**src/rtl/jtl_consts.svh**
```systemverilog
`ifndef JTL_CONSTS_SVH
`define JTL_CONSTS_SVH
// control characters, 8-bit values
`define JTL_K_R 8'h1c
`define JTL_K_A 8'h7c
`define JTL_K_Q 8'h9c
`define JTL_K_K 8'hbc
`define JTL_K_F 8'hfc
// 6b/4b codes at negative disparity for K28.y, both groups invert at positive
`define JTL_K28_6B_NEG 6'h0f
`define JTL_K28_R_4B_NEG 4'h4
`define JTL_K28_A_4B_NEG 4'h3
`define JTL_K28_Q_4B_NEG 4'h2
`define JTL_K28_K_4B_NEG 4'ha
`define JTL_K28_F_4B_NEG 4'h8
// scrambler seed and lfsr taps
`define JTL_SCR_SEED 15'h7f80
`define JTL_SCR_TAP_HI 14
`define JTL_SCR_TAP_LO 13
// number of alignment multiframes and configuration octets
`define JTL_ILAS_MF 3'h4
`define JTL_CFG_OCTETS 4'he
`define JTL_CFG_START 8'h02
// control register reset values
`define JTL_RST_SCR_EN 1'b1
`define JTL_RST_ALIGN_EN 1'b1
`define JTL_RST_TWOS 1'b1
`endif

```
**src/rtl/jtl_pkg.sv**
```systemverilog
package jtl_pkg;
  typedef enum logic [1:0] {
    JTL_CGS,
    JTL_WAIT_LMFC,
    JTL_ILAS,
    JTL_DATA
  } jtl_state_t;
  typedef enum logic [1:0] {
    JTL_MODE_ONE = 2'h0,
    JTL_MODE_TWO = 2'h1,
    JTL_MODE_FOUR = 2'h2,
    JTL_MODE_ADC = 2'h3
  } jtl_mode_t;
  typedef struct packed {
    logic [15:0] i;
    logic [15:0] q;
  } jtl_iq_t;
  typedef struct packed {
    logic [9:0] sym;
    logic is_k;
    logic [7:0] octet;
  } jtl_sym_t;
endpackage

```
**src/rtl/jtl_tx_link.sv**
```systemverilog
// The address map and strobed register access are this design's own decisions.
`timescale 1ns/1ps
`include "jtl_consts.svh"
// Contract
// - after sync release, alignment sequence starts at next multiframe boundary
// - alignment runs four multiframes, each opening /R/ and closing /A/
// - first multiframe carries an octet ramp counting up from 0 after /R/
// - second multiframe sends /Q/ second, then fourteen configuration octets
// - every other alignment slot carries ramp data
// - alignment octets are never scrambled
// - many configuration fields are coded as value minus one
// - after the fourth multiframe, user data frames follow
// - scrambled 0xfc at frame end becomes /F/
// - scrambled 0x7c at multiframe end becomes /A/
// - unscrambled repeat of last frame octet becomes /F/ or /A/
// - scrambling on after reset, software can disable it
// - alignment substitution on after reset, software can change it
// - control characters use the fixed 8-bit values
// - control code chosen from current running disparity
// - octets are 8b/10b encoded with dc balance
// - encoder bypass and output invert debug controls
// - sample format twos complement after reset, selectable
// - complex streams map I to first, Q to second virtual converter
// - up to four down-converters map onto at most eight converters
// - sync request low sends /K/; receiver releases after four good ones
// - self-synchronizing scrambler with polynomial 1 + x^14 + x^15
module jtl_tx_link #(
  parameter int F_OCTETS = 2,
  parameter int K_FRAMES = 32,
  parameter int NUM_DDC = 4
) (
  // clock and reset
  input wire logic clk,
  input wire logic sys_rst,
  // register port
  input wire logic [3:0] reg_addr,
  input wire logic [7:0] reg_wdata,
  input wire logic reg_wr,
  input wire logic reg_rd,
  output logic [7:0] reg_rdata,
  // link
  input wire logic sync_request_n,
  input wire logic lmfc_edge,
  // sample streams, one I/Q pair per clock per down-converter, one octet per clock per lane
  input wire jtl_pkg::jtl_iq_t ddc_in [NUM_DDC],
  input wire logic [7:0] lane_octet,
  // outputs
  output logic [15:0] vconv_out [2*NUM_DDC],
  output logic [9:0] lane_sym,
  output logic lane_is_k,
  output logic user_phase
);
  localparam int MF_LEN = F_OCTETS * K_FRAMES;

  // registers: 0 ctrl {lane_rate,twos,invert,bypass,align,scr}, 1 mode, 2..f cfg octets on write, f reads back link state
  logic scr_en_q, align_en_q, bypass_q, invert_q, twos_q, lane_rate_q;
  logic [2:0] mode_q;
  logic [7:0] cfg_q [`JTL_CFG_OCTETS];
  logic [1:0] st_q;
  jtl_pkg::jtl_state_t state_q, state_d;
  logic [9:0] slot_q;
  logic [2:0] mf_q;
  logic [7:0] ramp_q;
  logic [14:0] scr_q;
  logic rd_q;
  logic [7:0] prev_last_q;

  always_ff @(posedge clk) begin
    if (sys_rst) begin
      scr_en_q <= `JTL_RST_SCR_EN;
      align_en_q <= `JTL_RST_ALIGN_EN;
      bypass_q <= 1'b0;
      invert_q <= 1'b0;
      twos_q <= `JTL_RST_TWOS;
      lane_rate_q <= 1'b0;
      mode_q <= 3'h7;
    end else if (reg_wr && reg_addr == 4'h0) begin
      {lane_rate_q, twos_q, invert_q, bypass_q, align_en_q, scr_en_q} <= reg_wdata[5:0];
    end else if (reg_wr && reg_addr == 4'h1) begin
      mode_q <= reg_wdata[2:0];
    end
  end

  // configuration octets, software writes value minus one where the field calls for it
  genvar gi;
  generate
    for (gi = 0; gi < `JTL_CFG_OCTETS; gi++) begin : g_cfg
      always_ff @(posedge clk) begin
        if (sys_rst) begin
          cfg_q[gi] <= 8'h00;
        end else if (reg_wr && reg_addr == 4'(gi + 2)) begin
          cfg_q[gi] <= reg_wdata;
        end
      end
    end
  endgenerate

  wire [7:0] rd_mux = (reg_addr == 4'h0) ? {2'h0, lane_rate_q, twos_q, invert_q, bypass_q,
                      align_en_q, scr_en_q} :
                      (reg_addr == 4'h1) ? {4'h0, user_phase, mode_q} :
                      (reg_addr == 4'hf) ? {6'h0, st_q} : cfg_q[reg_addr - 4'h2];
  always_ff @(posedge clk) begin
    if (sys_rst) reg_rdata <= 8'h00;
    else if (reg_rd) reg_rdata <= rd_mux;
  end

  // link state
  always_comb begin
    state_d = state_q;
    unique case (state_q)
      jtl_pkg::JTL_CGS: if (sync_request_n) state_d = jtl_pkg::JTL_WAIT_LMFC;
      jtl_pkg::JTL_WAIT_LMFC: if (lmfc_edge) state_d = jtl_pkg::JTL_ILAS;
      jtl_pkg::JTL_ILAS: if (slot_q == 10'(MF_LEN - 1) && mf_q == `JTL_ILAS_MF - 3'h1)
        state_d = jtl_pkg::JTL_DATA;
      jtl_pkg::JTL_DATA: state_d = state_q;
    endcase
    if (!sync_request_n) state_d = jtl_pkg::JTL_CGS;
  end

  wire mf_end = slot_q == 10'(MF_LEN - 1);
  wire fr_end = (slot_q % 10'(F_OCTETS)) == 10'(F_OCTETS - 1);
  always_ff @(posedge clk) begin
    if (sys_rst || state_q != state_d) begin
      slot_q <= 10'h0;
      mf_q <= 3'h0;
      // starts one below zero so the octet after the opening /R/ reads 0
      ramp_q <= 8'hff;
    end else begin
      slot_q <= mf_end ? 10'h0 : slot_q + 10'h1;
      if (mf_end) mf_q <= mf_q + 3'h1;
      ramp_q <= ramp_q + 8'h01;
    end
    if (sys_rst) state_q <= jtl_pkg::JTL_CGS;
    else state_q <= state_d;
  end
  always_ff @(posedge clk) begin
    if (sys_rst) st_q <= 2'h0;
    else st_q <= state_q;
  end

  // ilas octet, never scrambled
  wire cfg_slot = mf_q == 3'h1 && slot_q >= 10'(`JTL_CFG_START) &&
                  slot_q < 10'(`JTL_CFG_START) + 10'(`JTL_CFG_OCTETS);
  wire [3:0] cfg_idx = 4'(slot_q - 10'(`JTL_CFG_START));
  wire ilas_k = slot_q == 10'h0 || mf_end || (mf_q == 3'h1 && slot_q == 10'h1);
  wire [7:0] ilas_oct = slot_q == 10'h0 ? `JTL_K_R :
                        mf_end ? `JTL_K_A :
                        (mf_q == 3'h1 && slot_q == 10'h1) ? `JTL_K_Q :
                        cfg_slot ? cfg_q[cfg_idx] : ramp_q;

  // user data scrambler, self-synchronizing 1 + x^14 + x^15
  logic [7:0] scr_oct;
  logic [14:0] scr_nx;
  wire [7:0] data_in = twos_q ? lane_octet : {~lane_octet[7], lane_octet[6:0]};
  always_comb begin
    scr_nx = scr_q;
    for (int b = 7; b >= 0; b--) begin
      scr_oct[b] = data_in[b] ^ scr_nx[`JTL_SCR_TAP_HI] ^ scr_nx[`JTL_SCR_TAP_LO];
      scr_nx = {scr_nx[13:0], scr_oct[b]};
    end
  end
  always_ff @(posedge clk) begin
    if (sys_rst) scr_q <= `JTL_SCR_SEED;
    else if (state_q == jtl_pkg::JTL_DATA && scr_en_q) scr_q <= scr_nx;
  end

  // alignment substitution
  wire [7:0] dat = scr_en_q ? scr_oct : data_in;
  wire sub_scr = scr_en_q && ((mf_end && dat == `JTL_K_A) ||
                 (fr_end && dat == `JTL_K_F));
  wire sub_raw = !scr_en_q && fr_end && dat == prev_last_q;
  wire sub = align_en_q && (sub_scr || sub_raw);
  wire [7:0] sub_oct = (mf_end && (sub_raw || dat == `JTL_K_A)) ? `JTL_K_A : `JTL_K_F;
  always_ff @(posedge clk) begin
    if (sys_rst) prev_last_q <= 8'h00;
    else if (state_q == jtl_pkg::JTL_DATA && fr_end) prev_last_q <= dat;
  end

  wire cur_k = (state_q == jtl_pkg::JTL_DATA) ? sub : (state_q == jtl_pkg::JTL_ILAS) ? ilas_k : 1'b1;
  wire [7:0] cur_oct = (state_q == jtl_pkg::JTL_DATA) ? (sub ? sub_oct : dat) :
                       (state_q == jtl_pkg::JTL_ILAS) ? ilas_oct : `JTL_K_K;

  // 8b/10b: 5b/6b and 3b/4b with running disparity
  function automatic logic [6:0] enc6(input logic [4:0] x);
    // returns {neutral, code at rd-}
    logic [5:0] c;
    c = 6'h00;
    unique case (x)
      5'd0: c = 6'b100111; 5'd1: c = 6'b011101; 5'd2: c = 6'b101101; 5'd3: c = 6'b110001;
      5'd4: c = 6'b110101; 5'd5: c = 6'b101001; 5'd6: c = 6'b011001; 5'd7: c = 6'b111000;
      5'd8: c = 6'b111001; 5'd9: c = 6'b100101; 5'd10: c = 6'b010101; 5'd11: c = 6'b110100;
      5'd12: c = 6'b001101; 5'd13: c = 6'b101100; 5'd14: c = 6'b011100; 5'd15: c = 6'b010111;
      5'd16: c = 6'b011011; 5'd17: c = 6'b100011; 5'd18: c = 6'b010011; 5'd19: c = 6'b110010;
      5'd20: c = 6'b001011; 5'd21: c = 6'b101010; 5'd22: c = 6'b011010; 5'd23: c = 6'b111010;
      5'd24: c = 6'b110011; 5'd25: c = 6'b100110; 5'd26: c = 6'b010110; 5'd27: c = 6'b110110;
      5'd28: c = 6'b001110; 5'd29: c = 6'b101110; 5'd30: c = 6'b011110; 5'd31: c = 6'b101011;
    endcase
    // d.07 keeps disparity too: both of its forms hold three ones
    return {($countones(c) == 3), c};
  endfunction
  function automatic logic [4:0] enc4(input logic [2:0] y);
    logic [3:0] c;
    c = 4'h0;
    unique case (y)
      3'd0: c = 4'b1011; 3'd1: c = 4'b1001; 3'd2: c = 4'b0101; 3'd3: c = 4'b1100;
      3'd4: c = 4'b1101; 3'd5: c = 4'b1010; 3'd6: c = 4'b0110; 3'd7: c = 4'b1110;
    endcase
    // x.3 keeps disparity too: both of its forms hold two ones
    return {($countones(c) == 2), c};
  endfunction

  logic [9:0] code;
  logic rd_nx;
  logic [6:0] e6;
  logic [4:0] e4;
  logic [5:0] s6;
  logic [3:0] s4;
  logic rd_mid;
  always_comb begin
    e6 = enc6(cur_oct[4:0]);
    e4 = enc4(cur_oct[7:5]);
    s6 = 6'h00;
    s4 = 4'h0;
    rd_mid = rd_q;
    if (cur_k) begin
      s6 = rd_q ? ~`JTL_K28_6B_NEG : `JTL_K28_6B_NEG;
      unique case (cur_oct[7:5])
        3'd0: s4 = `JTL_K28_R_4B_NEG;
        3'd3: s4 = `JTL_K28_A_4B_NEG;
        3'd4: s4 = `JTL_K28_Q_4B_NEG;
        3'd7: s4 = `JTL_K28_F_4B_NEG;
        default: s4 = `JTL_K28_K_4B_NEG;
      endcase
      if (rd_q) s4 = ~s4;
      // k28.3 and k28.5 are unbalanced and flip disparity, the rest keep it
      rd_nx = ($countones({s6, s4}) == 5) ? rd_q : ~rd_q;
    end else begin
      s6 = (!e6[6] && rd_q) ? ~e6[5:0] : e6[5:0];
      if (!e6[6]) rd_mid = ~rd_q;
      if (cur_oct[4:0] == 5'd7) s6 = rd_q ? 6'b000111 : 6'b111000;
      s4 = (!e4[4] && rd_mid) ? ~e4[3:0] : e4[3:0];
      if (cur_oct[7:5] == 3'd7 && ((!rd_mid && (cur_oct[4:0] == 5'd17 || cur_oct[4:0] == 5'd18 ||
          cur_oct[4:0] == 5'd20)) || (rd_mid && (cur_oct[4:0] == 5'd11 ||
          cur_oct[4:0] == 5'd13 || cur_oct[4:0] == 5'd14))))
        s4 = rd_mid ? 4'b1000 : 4'b0111;
      if (cur_oct[7:5] == 3'd3) s4 = rd_mid ? 4'b0011 : 4'b1100;
      rd_nx = e4[4] ? rd_mid : ~rd_mid;
    end
    code = {s6, s4};
  end

  always_ff @(posedge clk) begin
    if (sys_rst) begin
      rd_q <= 1'b0;
      lane_sym <= 10'h000;
      lane_is_k <= 1'b0;
      user_phase <= 1'b0;
    end else begin
      rd_q <= rd_nx;
      // bypass passes the octet raw in the low bits; invert flips the line
      lane_sym <= (bypass_q ? {2'b00, cur_oct} : code) ^ {10{invert_q}};
      lane_is_k <= cur_k;
      user_phase <= state_q == jtl_pkg::JTL_DATA;
    end
  end

  // virtual converter mapping
  generate
    for (gi = 0; gi < 2 * NUM_DDC; gi++) begin : g_vc
      wire cplx = mode_q[2];
      wire [1:0] ndd = mode_q[1:0];
      wire [2:0] d_c = 3'(gi / 2);
      wire [2:0] d_r = 3'(gi);
      wire used = cplx ? (d_c <= {1'b0, ndd}) : (d_r <= {1'b0, ndd});
      always_ff @(posedge clk) begin
        if (sys_rst || !used) vconv_out[gi] <= 16'h0000;
        else if (cplx) vconv_out[gi] <= (gi % 2 == 0) ? ddc_in[gi/2].i : ddc_in[gi/2].q;
        else vconv_out[gi] <= ddc_in[gi % NUM_DDC].i;
      end
    end
  endgenerate
endmodule

```
**config.mk**
```make
export PLATFORM = sky130hd
export DESIGN_NAME = jtl_tx_link
export DESIGN_NICKNAME = d
export VERILOG_FILES = /design/src/rtl/jtl_pkg.sv /design/src/rtl/jtl_tx_link.sv
export VERILOG_INCLUDE_DIRS = /design/src /design/src/rtl
export SDC_FILE = /design/constraint.sdc
export NUM_CORES = 1
export LEC_CHECK = 0
export ABC_AREA = 1
export BUFFER_PORTS_ARGS = -buffer_cell sky130_fd_sc_hd__buf_2
export CORE_MARGIN = 5
export CORE_UTILIZATION = 56
export DETAILED_ROUTE_END_ITERATION = 8
export GPL_TIMING_DRIVEN = 0
export PLACE_DENSITY = 0.83
export SLEW_MARGIN = 20
export SYNTH_ARGS = -nofsm -noshare
export SYNTH_HDL_FRONTEND = slang
export SYNTH_SLANG_ARGS = --single-unit
```
**constraint.sdc**
```tcl
create_clock -name clk -period 8.1 [get_ports clk]
set_input_delay 1.62 -clock clk [delete_from_list [all_inputs] [get_ports clk]]
set_output_delay 1.62 -clock clk [all_outputs]
set_load 0.01 [all_outputs]
```
# After elaboration in Yosys (flattened, before gate mapping)

Memory sizes are Yosys's and may differ from the RTL's.
Index checks and enable logic that the tools add are counted.

Bits in registers: 206
Bits in writable memories: 112
Bits in read-only memories: 224
Input port bits: 154
Output and inout bits: 148
Word-level logic and storage cells: 323
Memories: 3

Memory list:

| name             | words | width | rd ports | clocked after Yosys merged registers in | write ports | line               | RTL |
|---|---|---|---|---|---|---|---|
| (name not given) | 32    | 6     | 1        | 0                                       | 0           | jtl_tx_link.sv:188 | `unique case (x)` |
| cfg_q            | 14    | 8     | 2        | 0                                       | 14          | jtl_tx_link.sv:58  | `` logic [7:0] cfg_q [`JTL_CFG_OCTETS]; `` |
| (name not given) | 8     | 4     | 1        | 0                                       | 0           | jtl_tx_link.sv:204 | `unique case (y)` |

Add/sub/neg operators: 22
Magnitude comparators: 10
Equal/unequal tests: 40
Multiplexer cells: 112
Bitwise operators: 38
Reduce and logical (&&, ||, !) cells: 71

Operators by type and width:

| cell                    | count |
|---|---|
| $mux W8                 | 27 |
| $mux W16                | 7 |
| $mux W1                 | 58 |
| $mux W4                 | 9 |
| $logic_and A1 B1 Y1     | 34 |
| $eq A4 B4 Y1 const B    | 8 |
| $mux W6                 | 5 |
| $add A1 B1 Y2           | 10 |
| $logic_or A1 B1 Y1      | 19 |
| $eq A4 B3 Y1 const B    | 4 |
| $pmux W4 S4             | 1 |
| $xor A1 B1 Y1           | 16 |
| $eq A5 B4 Y1 const B    | 3 |
| $eq A5 B5 Y1 const B    | 3 |
| $or A1 B1 Y1            | 14 |
| $add A2 B2 Y3           | 4 |
| $eq A4 B2 Y1 const B    | 3 |
| $le A3 B2 Y1 const A    | 4 |
| $logic_not A1 Y1        | 12 |
| $add A10 B1 Y10 const B | 1 |
| $eq A10 B1 Y1 const B   | 1 |
| $eq A10 B6 Y1 const B   | 1 |
| $eq A5 B3 Y1 const B    | 2 |
| $ge A10 B2 Y1 const B   | 1 |
| other kinds (33)        | 46 |

# Logic depth before layout (Yosys ltp)

Gate-level depths: netlist (run 1).
An unclocked memory read counts as a cell.

Depth in word-level cells: 29
Gate-level depth with buffers: 45
Gate-level depth less buffers: 45

# Worst setup path after synthesis (run 1)

OpenSTA, ideal clock, no wires.

Path kind: input port to flip-flop
From: input lane_octet[7]
To: register lane_sym[1]
Setup time: 115 ps
Arrival: 6689 ps
Required time: 7985 ps
Slack: 1296 ps
Stages on the path: 40
Path buffers: 0
Cells stage by stage: inv_1 -> nand2_1 -> nand2_1 -> nand2_1 -> nand3_1 -> nand2_1 -> nand2_1 -> nand3_1 -> nor2_1 -> nand2_1 -> nand2_2 -> nand2_4 -> nand2_1 -> o21ai_1 -> inv_1 -> ha_1 -> nor2_1 -> o21ai_0 -> [... 4 more ...] -> fa_1 -> inv_1 -> ha_1 -> inv_1 -> fa_1 -> nand3b_1 -> ha_1 -> ha_1 -> inv_1 -> nand3_1 -> nand2_1 -> nand2_1 -> nand2_1 -> nand2_1 -> nand2_1 -> nand2_1 -> a21oi_1 -> nor2_1

Cells in the longest elaborated chain, start to end: 29
Elaborated cells on any way between the ends: 70
Classes of those cells: add/sub (8); eq/ne (14); mux (19); bitwise (6); reduce/logical (21); memory (2)

RTL lines:

| element                                                       | line               | RTL |
|---|---|---|
| start, declared                                               | jtl_tx_link.sv:46  | `input wire logic [7:0] lane_octet,` |
| $not A1 Y1                                                    | jtl_tx_link.sv:154 | `wire [7:0] data_in = twos_q ? lane_octet : {~lane_octet[7], lane_octet[6:0]};` |
| $mux W8 *                                                     | jtl_tx_link.sv:154 |  |
| $xor A1 B1 Y1 (2 in a row)                                    | jtl_tx_link.sv:158 | `` scr_oct[b] = data_in[b] ^ scr_nx[`JTL_SCR_TAP_HI] ^ scr_nx[`JTL_SCR_TAP_LO]; `` |
| $mux W8 *                                                     | jtl_tx_link.sv:168 | `wire [7:0] dat = scr_en_q ? scr_oct : data_in;` |
| $eq A8 B7 Y1 (no source line) or $eq A8 B8 Y1 (tied branches) | --                 |  |
| $logic_and A1 B1 Y1 (no source line)                          | --                 |  |
| $logic_or A1 B1 Y1                                            | jtl_tx_link.sv:169 | `` wire sub_scr = scr_en_q && ((mf_end && dat == `JTL_K_A) \|\| `` |
| $logic_and A1 B1 Y1                                           | jtl_tx_link.sv:169 |  |
| [... 12 more ...]                                             | --                 |  |
| $logic_and A1 B1 Y1                                           | jtl_tx_link.sv:242 | `if (cur_oct[7:5] == 3'd7 && ((!rd_mid && (cur_oct[4:0] == 5'd17 \|\| cur_oct[4:0] == 5'd18 \|\|` |
| $logic_or A1 B1 Y1                                            | jtl_tx_link.sv:243 | `cur_oct[4:0] == 5'd20)) \|\| (rd_mid && (cur_oct[4:0] == 5'd11 \|\|` |
| $logic_and A1 B1 Y1                                           | jtl_tx_link.sv:242 |  |
| $mux W4                                                       | jtl_tx_link.sv:242 |  |
| $mux W4                                                       | jtl_tx_link.sv:246 | `if (cur_oct[7:5] == 3'd3) s4 = rd_mid ? 4'b0011 : 4'b1100;` |
| $mux W4                                                       | jtl_tx_link.sv:225 | `if (cur_k) begin` |
| $mux W10 *                                                    | jtl_tx_link.sv:261 | `lane_sym <= (bypass_q ? {2'b00, cur_oct} : code) ^ {10{invert_q}};` |
| $xor A10 B10 Y10 *                                            | jtl_tx_link.sv:261 |  |
| end signal, assigned                                          | jtl_tx_link.sv:261 |  |
| end, declared                                                 | jtl_tx_link.sv:49  | `output logic [9:0] lane_sym,` |

Mark *: on every way between the ends. The rest lies on a longest branch, timed or not. The select of a mux whose other input is x is not followed.
A chain may end at the register's enable or synchronous reset.

# Final worst setup path (run 1)

From: register slot_q[1]
To: register lane_sym[1]

Cells in the longest elaborated chain, start to end: 25
Elaborated cells on any way between the ends: 77
Classes of those cells: add/sub (9); order compare (2); eq/ne (13); mux (23); bitwise (3); reduce/logical (24); memory (3)

RTL lines:

| element                                                 | line               | RTL |
|---|---|---|
| start, declared                                         | jtl_tx_link.sv:61  | `logic [9:0] slot_q;` |
| start signal, assigned                                  | jtl_tx_link.sv:129 | `slot_q <= mf_end ? 10'h0 : slot_q + 10'h1;` |
| branches (longest 23 deep; another with $mem_v2 Z14 W8) | --                 |  |
| $mux W10 *                                              | jtl_tx_link.sv:261 |  |
| $xor A10 B10 Y10 *                                      | jtl_tx_link.sv:261 |  |

Every way passes the cells marked *. The select of a mux whose other input is x is not followed.

==> results of run 1 <==
## flip-flops by register name, indices dropped and copies added, names as in the netlist, 3 cells and up
register and flops:
lane_sym 10, reg_rdata 8, scr_q 15, ramp_q 8
cfg_q 112, slot_q 10, prev_last_q 8, mf_q 3
mode_q 3, vconv_out 128
## kinds of logic after synthesis
| family | count (synthesis) | synth area share (%) |
|---|---|---|
| compound gates | 404 | 14.83 |
| xor+xnor | 18 | 1.213 |
| flops | 318 | 47.44 |
| buf+inv | 361 | 8.911 |
| fa+ha+maj | 33 | 2.902 |
| simple gates | 920 | 24.70 |
## worst register-to-register path, delay by kind of cell, from the launching register on
family / cells / cell delay, ns
AO/OA/AOI/OAI: 6 / 0.85
adder cells (fa/ha/maj): 8 / 3.02
flip-flops: 1 / 0.34
AND/OR/NAND/NOR: 15 / 1.46
buffers and inverters: 10 / 1.71
## layout by cell type (no fill, tap or decap), types with 15 or more instances in the layout
| cell type | count |
|---|---|
| nor2_1 | 359 |
| a21oi_1 | 170 |
| o2111ai_1 | 18 |
| inv_1 | 236 |
| nand2_1 | 358 |
| buf_2 | 311 |
| o21ai_1 | 20 |
| nand2_2 | 15 |
| o211ai_1 | 26 |
| ha_1 | 26 |
| a22oi_1 | 31 |
| edfxtp_1 | 112 |
| clkbuf_16 | 35 |
| nand3_1 | 135 |
| inv_2 | 23 |
| o21ai_0 | 100 |
| clkbuf_1 | 78 |
| dfxtp_1 | 206 |
## cell usage after synthesis, types with 14 or more instances
cell type,number,area share [%]
o21ai_1,17,0.54
inv_1,236,5.6
nand2_1,358,8.5
o211ai_1,26,1.2
dfxtp_1,206,26
a21oi_1,170,5.4
clkbuf_1,72,1.7
nand3_1,135,4.3
nor2_1,359,8.5
nand2_2,15,0.59
buf_2,14,0.44
o21ai_0,104,3.3
o2111ai_1,18,1.0
inv_2,23,0.55
ha_1,27,2.1
edfxtp_1,112,21
a22oi_1,31,1.5
## per-stage QoR
stage	instance area (µm²)	util (%)	worst slack [ns]
after detailed placement	17780	63.98	0.2046
after CTS	18890	67.98	0.1624
final	18890	67.98	0.6401
after global routing	18890	67.98	0.1899
after floorplan	15780	-	1.296
after global placement	17750	63.89	0.2760
## worst paths after layout
check	start	end	slack (ns)	depth (start not counted)
worst min register to register	ramp_q[0]$_SDFF_PP1_	ramp_q[0]$_SDFF_PP1_	0.44	1
worst min-delay path	ramp_q[0]$_SDFF_PP1_	ramp_q[0]$_SDFF_PP1_	0.44	1
worst max register to register	slot_q[1]$_SDFF_PP0_	lane_sym[1]$_SDFF_PP0_	0.64	39
worst max-delay path	slot_q[1]$_SDFF_PP0_	lane_sym[1]$_SDFF_PP0_	0.64	39
## cell type report
cell class	count	share of cell area, %
well taps	378	2.504
clock buffers	46	4.969
repair buffers	301	8.003
multi-input cells	1375	36.56
inverters	261	5.187
flip-flops and latches	318	39.64
clock inverters	11	0.9076
plain buffers	98	2.233
## layer usage
layer / vias to the layer above / track usage (%)
li1: 7395 / -
met1: 7546 / 44.57
met2: 1165 / 60.86
met3: 223 / 9.416
met4: 4 / 16.44
met5: - / 0
## repair_timing
action	in CTS	in global routing
gates resized for setup	0	5
setup endpoints to repair	0	4
hold buffers	0	0
## power groups by stage
stage / clock [mW] / sequential [mW] / combinational [mW]
after floorplan: 0 / 1.86 / 0.404
after global placement: 0 / 1.84 / 0.691
after detailed placement: 0 / 1.84 / 0.714
after CTS: 1.57 / 1.81 / 0.720
after global routing: 1.64 / 1.82 / 0.803
final: 1.57 / 1.81 / 0.737
==> metrics.yaml, run 1 <==
wl_met3_um: 6742
p_switching_mw: 1.200
pwr-share-clk_pct: 38.2
slowest_stage: "fa_1"
start_util_pct: 56.81
timing.slew.headroom_pct: 31.18
path_clk_slew_ns: 0.06
netlist_instances: 2054
tns_ns: 0
clk_path_buf_depth: 3
yosysSeqAreaShare_pct: 47.44
grt_start_max_net_pins: 14
slowest_delay_ns: 0.54
first_pass_iters: 8
worst_pin_slew_ns: 1.025
finalSetupViolCount: 0
drv_cap: 0
fin_total_pwr_mw: 4.123
hold_class: "register to register"
worstPathArrival_ns: 7.91
cts_buffers: 35
dieArea_um2: 31640
gp_congestion: 1.064
die_w_um: 177.9
htree_levels: 2
outcome: "complete, no violations"
grt_first_pass_wirelength_um: 88770
finalMaxSlewViolations: 0
wl_met2_um: 27890
stdcell_count: 2788
critPathKind: "register to register"
synth-edff-count: 112
worstPathMaxFanout: 21
hold_ws_ns: 0.4444
antenna_found_initial: 2
p_per_area_nw_per_um2: 218.3
core_um2: 27780
p_leak_nw: 9.126
crit_path_start_kind: "register"
vias: 16330
power_frac_seq_pct: 44.0
cts_tree: "done"
postRouteWirelength_um: 59230
multi_input_area_um2: 6904
critPathTopFamily: "adder cells"
first_iter_violations: 2091
crit_required_ns: 8.55
fmax_ghz: 0.1341
num_antenna_cells: 0
yosysWarnings: 0
port_buffers: 299
p_comb_share_pct: 17.9
dpl.hpwl_um: 45430
syn_area_per_cell_um2: 7.683
clock_skew_ns: 0.02507
synth_flop_cell: "dfxtp_1"
rsz0062_at_grt: "false"
row_count: 61
drt-met1-wl_um: 21520
die_h_um: 177.9
internal_power_mw: 2.923
track_usage_pct: 36.52
n_fill_cell: 2340
grt_pass1_vias: 15890
clk_latency_ns: 0.55
synthArstFlopShare_pct: 0
synth_seq_cells: 318
place_inst: 2733
routedWlPerCell_um: 21.24
post-route-drc-count: 0
antenna_left: 0
critPathBufInv: 10
cpMostUsedCell: "nand2_1"
vias_per_cell: 5.858
fin_nets: 2577
fin_crit_sh_pct: 92.10
synth_cell_type_count: 56
grt.overflow.total: 0
seqCellArea_um2: 7487
ir_drop_uv: 154.4
min_period_ns: 7.460
clock-root-buffer: "clkbuf_16"
syn_nets: 2241
post_cts_buffers: 0
p_sw_share_pct: 29.09
top_layer_used: "met5"
cp-end-kind: "register"
area_growth_pct: 19.68
netlist_area_um2: 15780
cts.sinks: 318
io_pins: 302
final_hold_viol_count: 0
drive_above_1_share_pct: 18.55
Note: power is estimated with default switching activity, not from simulation.
==> run 2, diff against run 1 <==
--- a/config.mk
+++ b/config.mk
@@ -9,10 +9,10 @@
 export ABC_AREA = 1
 export BUFFER_PORTS_ARGS = -buffer_cell sky130_fd_sc_hd__buf_2
 export CORE_MARGIN = 5
-export CORE_UTILIZATION = 56
+export CORE_UTILIZATION = 55
 export DETAILED_ROUTE_END_ITERATION = 8
 export GPL_TIMING_DRIVEN = 0
-export PLACE_DENSITY = 0.83
+export PLACE_DENSITY = 0.78
 export SLEW_MARGIN = 20
 export SYNTH_ARGS = -nofsm -noshare
 export SYNTH_HDL_FRONTEND = slang
==> constraint.sdc (replaced) <==
create_clock -name clk -period 9.2 [get_ports clk]
set_input_delay 1.84 -clock clk [delete_from_list [all_inputs] [get_ports clk]]
set_output_delay 1.84 -clock clk [all_outputs]
set_load 0.01 [all_outputs]
==> run 2 against run 1 <==
Effect of this change:
- via count shrank 1.8%
- critical endpoint unchanged
- power shrank 13%
- critical path depth grew 1
- global-route usage shrank 2.0 points
==> metrics.yaml, run 2 (same netlist as run 1, synthesis figures left out) <==
vias: 16030  # -1.8%
routedWlPerCell_um: 20.42  # -3.9%
internal_power_mw: 2.543  # -13%
largest_register: "vconv_out"
seqCellArea_um2: 7487  # unchanged
ir_drop_uv: 156.5  # +1.3%
grt_pass1_vias: 15530  # -2.3%
grt.overflow.total: 0  # unchanged
hold_class: "register to register"
track_usage_pct: 34.56  # -2.0 points
fin_crit_sh_pct: 87.50  # -4.6 points
core_um2: 28550  # +2.8%
clock_skew_ns: 0.01391  # -0.01116 ns
worst_slack_ns: 1.150  # +0.5100 ns
p_comb_share_pct: 17.6  # -0.3 points
crit_required_ns: 9.65  # +1.10 ns
die_h_um: 179.4  # +0.85%
mostFrequentLayoutCell: "nor2_1"
dpl-instance-area_um2: 17780  # about the same
fmax_ghz: 0.1242  # -7.3%
multi_input_area_um2: 6898  # about the same
slowest_delay_ns: 0.62  # +0.08 ns
power_frac_seq_pct: 44.2  # +0.2 points
drive_above_1_share_pct: 18.63  # +0.081 points
clk_latency_ns: 0.54  # about the same
rsz0062_at_grt: "false"
cp-end-kind: "register"
regToRegSetupSlack_ns: 1.15  # +0.51 ns
n_fill_cell: 2503  # +7.0%
worstPathMaxFanout: 12  # -43%
min_period_ns: 8.050  # +0.5900 ns
slowest_stage: "clkbuf_1"
reg_top3: "vconv_out: 128 flops, cfg_q: 112 flops, scr_q: 15 flops"
post_cts_buffers: 0  # unchanged
final_hold_viol_count: 0  # unchanged
clock-root-buffer: "clkbuf_16"
p_sw_share_pct: 29.43  # +0.34 points
critPathTopFamily: "adder cells"
cts_tree: "done"
worst_pin_slew_ns: 0.9928  # -0.03256 ns
ctsHoldBuffers: 0  # unchanged
pre_cts_slack_ns: 1.187  # +0.9822 ns
endpoint: "lane_sym[1]$_SDFF_PP0_"
rr_worst_depth: 40  # +2.6%
timing.slew.headroom_pct: 33.37  # +2.2 points
place_inst: 2739  # +0.22%
fin_nets: 2580  # +0.12%
io_pins: 302  # unchanged
critPathKind: "register to register"
fin_total_pwr_mw: 3.603  # -13%
r2r_end: "lane_sym[1]$_SDFF_PP0_"
cpMostUsedCell: "nand2_1"
hold_ws_ns: 0.4504  # +0.006045 ns
finalSetupViolCount: 0  # unchanged
p_leak_nw: 9.147  # +0.23%
finalMaxSlewViolations: 0  # unchanged
gp_congestion: 1.005  # -5.5%
p_per_area_nw_per_um2: 190.5  # -13%
start_util_pct: 55.28  # -1.5 points
pwr-share-clk_pct: 38.2  # about the same
drv_cap: 0  # unchanged
htree_levels: 2  # unchanged
crit_start: "slot_q[1]$_SDFF_PP0_"
antenna_left: 0  # unchanged
crit_cells: 40  # +2.6%
dpl.hpwl_um: 43970  # -3.2%
p_switching_mw: 1.061  # -12%
path_clk_slew_ns: 0.06  # about the same
die_w_um: 179.4  # +0.85%
cts.sinks: 318  # unchanged
clk_path_buf_depth: 3  # unchanged
grt_first_pass_wirelength_um: 85280  # -3.9%
crit_path_start_kind: "register"
worstPathArrival_ns: 8.50  # +0.59 ns
post_cts_resize_count: 0  # unchanged
fin_area_um2: 18920  # +0.17%
first_iter_violations: 1982  # -5.2%
stdcell_count: 2810  # +0.79%
post-route-drc-count: 0  # unchanged
rr_startpoint: "slot_q[1]$_SDFF_PP0_"
vias_per_cell: 5.706  # -2.6%
critPathBufInv: 11  # +1
finish.utilization_pct: 66.27  # -1.7 points
port_buffers: 299  # unchanged
cts_buffers: 36  # +2.9%
postRouteWirelength_um: 57380  # -3.1%
grt_start_max_net_pins: 14  # unchanged
outcome: "complete, no violations"
layout.cells.most_common_list: "nor2_1, nand2_1, buf_2, inv_1, dfxtp_1"
largest_reg_flops: 128  # unchanged
antenna_found_initial: 7  # +5
row_count: 62  # +1.6%
dieArea_um2: 32180  # +1.7%
first_pass_iters: 7  # -1
tns_ns: 0  # unchanged
area_growth_pct: 19.88
## run 2: cell count changes in the layout (fill, tap and decap cells not counted), sizes merged
cell / change
buf: +2
bufinv: -3
clkbuf: +3
clkinv: +8
clkinvlp: -1
diode: +5
inv: +2
## run 2: layout make-up
type,instances,share of cell area [%]
Inverter,261,5.178
Timing Repair Buffer,301,7.989
Multi-Input combinational cell,1375,36.46
Clock buffer,49,5.291
Buffer,100,2.255
Clock inverter,17,0.6481
Antenna cell,5,0.06613
Sequential cell,318,39.57
Tap cell,384,2.540
## run 2: worst min path at each step
stage | from | end | slack, ns | cells after the start
6_report | ramp_q[0]$_SDFF_PP1_ | ramp_q[0]$_SDFF_PP1_ | 0.45 | 1
5_1_grt | reg_rdata[7]$_SDFFE_PP0P_ | reg_rdata[7]$_SDFFE_PP0P_ | 0.49 | 2
4_1_cts | ramp_q[0]$_SDFF_PP1_ | ramp_q[0]$_SDFF_PP1_ | 0.44 | 1
3_5_place_dp | ramp_q[0]$_SDFF_PP1_ | ramp_q[0]$_SDFF_PP1_ | 0.43 | 1
3_3_place_gp | ramp_q[0]$_SDFF_PP1_ | ramp_q[0]$_SDFF_PP1_ | 0.42 | 1
2_1_floorplan | ramp_q[0]$_SDFF_PP1_ | ramp_q[0]$_SDFF_PP1_ | 0.40 | 1
## run 2: power by group through the flow
stage | registers, mW | logic [mW] | clock network (mW)
2_1_floorplan | 1.64 | 0.356 | 0
3_3_place_gp | 1.62 | 0.600 | 0
3_5_place_dp | 1.62 | 0.616 | 0
4_1_cts | 1.59 | 0.620 | 1.38
5_1_grt | 1.60 | 0.691 | 1.44
6_report | 1.59 | 0.634 | 1.38
## run 2: worst reg2reg max path, delay by kind of cell, from the launching register on
family	cells	cell delay [ns]
compound gates	5	0.73
fa+ha+maj	8	2.87
buf+inv	11	2.40
flops	1	0.39
simple gates	16	1.59
## run 2: layer usage
metal	routed length [µm]	GRT usage [%]	part of all wire, %
met2	26660	56.05	46
met3	6700	9.694	12
met4	2744	15.90	4.8
met1	21240	43.08	37
met5	28	0	0.049
==> run 3, diff against run 2 <==
--- a/config.mk
+++ b/config.mk
@@ -12,7 +12,7 @@
 export CORE_UTILIZATION = 55
 export DETAILED_ROUTE_END_ITERATION = 8
 export GPL_TIMING_DRIVEN = 0
-export PLACE_DENSITY = 0.78
+export PLACE_DENSITY = 0.76
 export SLEW_MARGIN = 20
 export SYNTH_ARGS = -nofsm -noshare
 export SYNTH_HDL_FRONTEND = slang
==> run 3 against run 2 <==
Effect of this change:
- hold slack got worse by 0.018 ns
- die area unchanged
- setup slack got worse by 0.0087 ns
- register-to-register slack about the same
- via count about the same
- non-clock buffer count down 1
- combinational power about the same
- power increased by 0.74%
- first-iteration DRC count down 9.1%
- cell count is 0.25% lower
- highest routed layer unchanged
==> metrics.yaml, run 3 (same netlist as run 1, synthesis figures left out) <==
rr_worst_depth: 41  # +2.5%
area_growth_pct: 19.96  # about the same
die_h_um: 179.4  # unchanged
timing.slew.headroom_pct: 37.07  # +3.7 points
post-route-drc-count: 0  # unchanged
slowest_stage: "fa_1"
rsz0062_at_grt: "false"
start_util_pct: 55.28  # unchanged
path_clk_slew_ns: 0.06  # about the same
fin_nets: 2578  # -0.078%
reg_top3: "vconv_out: 128 flops, cfg_q: 112 flops, scr_q: 15 flops"
hold_class: "register to register"
ctsHoldBuffers: 0  # unchanged
largest_register: "vconv_out"
cts_tree: "done"
clk_path_buf_depth: 3  # unchanged
routedWlPerCell_um: 20.44  # about the same
drv_cap: 0  # unchanged
track_usage_pct: 34.55  # about the same
dieArea_um2: 32180  # unchanged
first_iter_violations: 1802  # -9.1%
r2r_end: "lane_sym[1]$_SDFF_PP0_"
ir_drop_uv: 132.9  # -15%
slowest_delay_ns: 0.54  # -0.08 ns
clock-root-buffer: "clkbuf_16"
endpoint: "lane_sym[1]$_SDFF_PP0_"
gp_congestion: 1.053  # +4.7%
antenna_found_initial: 4  # -3
dpl.hpwl_um: 44540  # +1.3%
clock_skew_ns: 0.02226  # +0.008352 ns
finalSetupViolCount: 0  # unchanged
fin_crit_sh_pct: 87.59  # +0.094 points
worstPathArrival_ns: 8.51  # about the same
port_buffers: 299  # unchanged
crit_required_ns: 9.65  # about the same
grt_first_pass_wirelength_um: 85440  # +0.19%
regToRegSetupSlack_ns: 1.14  # about the same
grt_start_max_net_pins: 14  # unchanged
post_cts_resize_count: 0  # unchanged
crit_path_start_kind: "register"
cts.sinks: 318  # unchanged
worstPathMaxFanout: 12  # unchanged
drive_above_1_share_pct: 18.40  # -0.23 points
hold_ws_ns: 0.4322  # -0.01828 ns
final_hold_viol_count: 0  # unchanged
p_per_area_nw_per_um2: 191.7  # +0.67%
layout.cells.most_common_list: "nor2_1, nand2_1, buf_2, inv_1, dfxtp_1"
worst_pin_slew_ns: 0.9377  # -0.05510 ns
clk_latency_ns: 0.54  # about the same
grt_pass1_vias: 15470  # -0.41%
postRouteWirelength_um: 57290  # -0.15%
cts_buffers: 35  # -2.8%
tns_ns: 0  # unchanged
fmax_ghz: 0.1241  # -0.11%
core_um2: 28550  # unchanged
rr_startpoint: "slot_q[1]$_SDFF_PP0_"
grt.overflow.total: 0  # unchanged
first_pass_iters: 7  # unchanged
mostFrequentLayoutCell: "nor2_1"
min_period_ns: 8.059  # +0.008690 ns
io_pins: 302  # unchanged
crit_cells: 41  # +2.5%
critPathTopFamily: "adder cells"
post_cts_buffers: 0  # unchanged
cpMostUsedCell: "nand2_1"
antenna_left: 0  # unchanged
vias_per_cell: 5.723  # +0.29%
largest_reg_flops: 128  # unchanged
critPathBufInv: 12  # +1
crit_start: "slot_q[1]$_SDFF_PP0_"
htree_levels: 2  # unchanged
row_count: 62  # unchanged
cp-end-kind: "register"
vias: 16040  # +0.044%
finalMaxSlewViolations: 0  # unchanged
die_w_um: 179.4  # unchanged
n_fill_cell: 2580  # +3.1%
outcome: "complete, no violations"
p_leak_nw: 9.137  # -0.11%
critPathKind: "register to register"
==> run 3: cell count changes in the layout (fill, tap and decap cells not counted), sizes merged <==
cell      change
inv           -2
bufinv        +1
buf           -1
clkinv        -6
clkbuf        +4
diode         -4
clkinvlp      +1
==> run 3: worst reg2reg max path: cells and delay by family (launching register included) <==
| kind | cells | cell delay (ns) |
|---|---|---|
| AOI/OAI and AO/OA | 6 | 0.89 |
| adders and majority gates | 8 | 2.88 |
| buffers and inverters | 12 | 2.42 |
| DFF | 1 | 0.38 |
| and+or+nand+nor | 15 | 1.42 |
==> run 3: how the worst min path moves through the flow <==
stage	from	to	cells after the start
finish	ramp_q[0]$_SDFF_PP1_	ramp_q[0]$_SDFF_PP1_	1
global route	ramp_q[0]$_SDFF_PP1_	ramp_q[0]$_SDFF_PP1_	1
CTS	ramp_q[0]$_SDFF_PP1_	ramp_q[0]$_SDFF_PP1_	1
detailed placement	ramp_q[0]$_SDFF_PP1_	ramp_q[0]$_SDFF_PP1_	1
global placement	ramp_q[0]$_SDFF_PP1_	ramp_q[0]$_SDFF_PP1_	1
floorplan	ramp_q[0]$_SDFF_PP1_	ramp_q[0]$_SDFF_PP1_	1
==> run 3: final cells by class <==
type	count	area [µm²]	share of cell area, %
diodes	1	2.502	0.01322
clock inverters	11	117.6	0.6212
flip-flops and latches	318	7487	39.55
multi-input cells	1375	6898	36.44
clock buffers	53	1036	5.472
plain buffers	100	426.7	2.254
well taps	384	480.5	2.538
repair buffers	300	1504	7.944
inverters	261	979.7	5.175
==> run 3: metrics by stage <==
step / area, µm² / util (%) / std cells / setup slack [ns] / power (mW)
final: 18930 / 66.32 / 2803 / 1.141 / 3.630
after global routing: 18930 / 66.32 / 2803 / 0.8326 / 3.761
after CTS: 18930 / 66.31 / 2802 / 1.340 / 3.620
after detailed placement: 17780 / 62.27 / 2738 / 1.144 / 2.241
after global placement: 17760 / 62.21 / 2737 / 1.216 / 2.226
after floorplan: 15780 / - / 2054 / 2.176 / 1.992
==> run 3: layer usage <==
layer	share of wire (%)	GRT usage (%)
met2	47	57.96
met4	5.5	16.06
met3	11	9.253
met5	0.042	0
met1	36	41.62
==> run 3: power by group <==
group	internal (mW)	leakage (nW)	total, mW	switching (mW)
Clock	0.815	0.556	1.40	0.586
Combinational	0.220	5.80	0.636	0.416
Sequential	1.55	2.78	1.59	0.0458
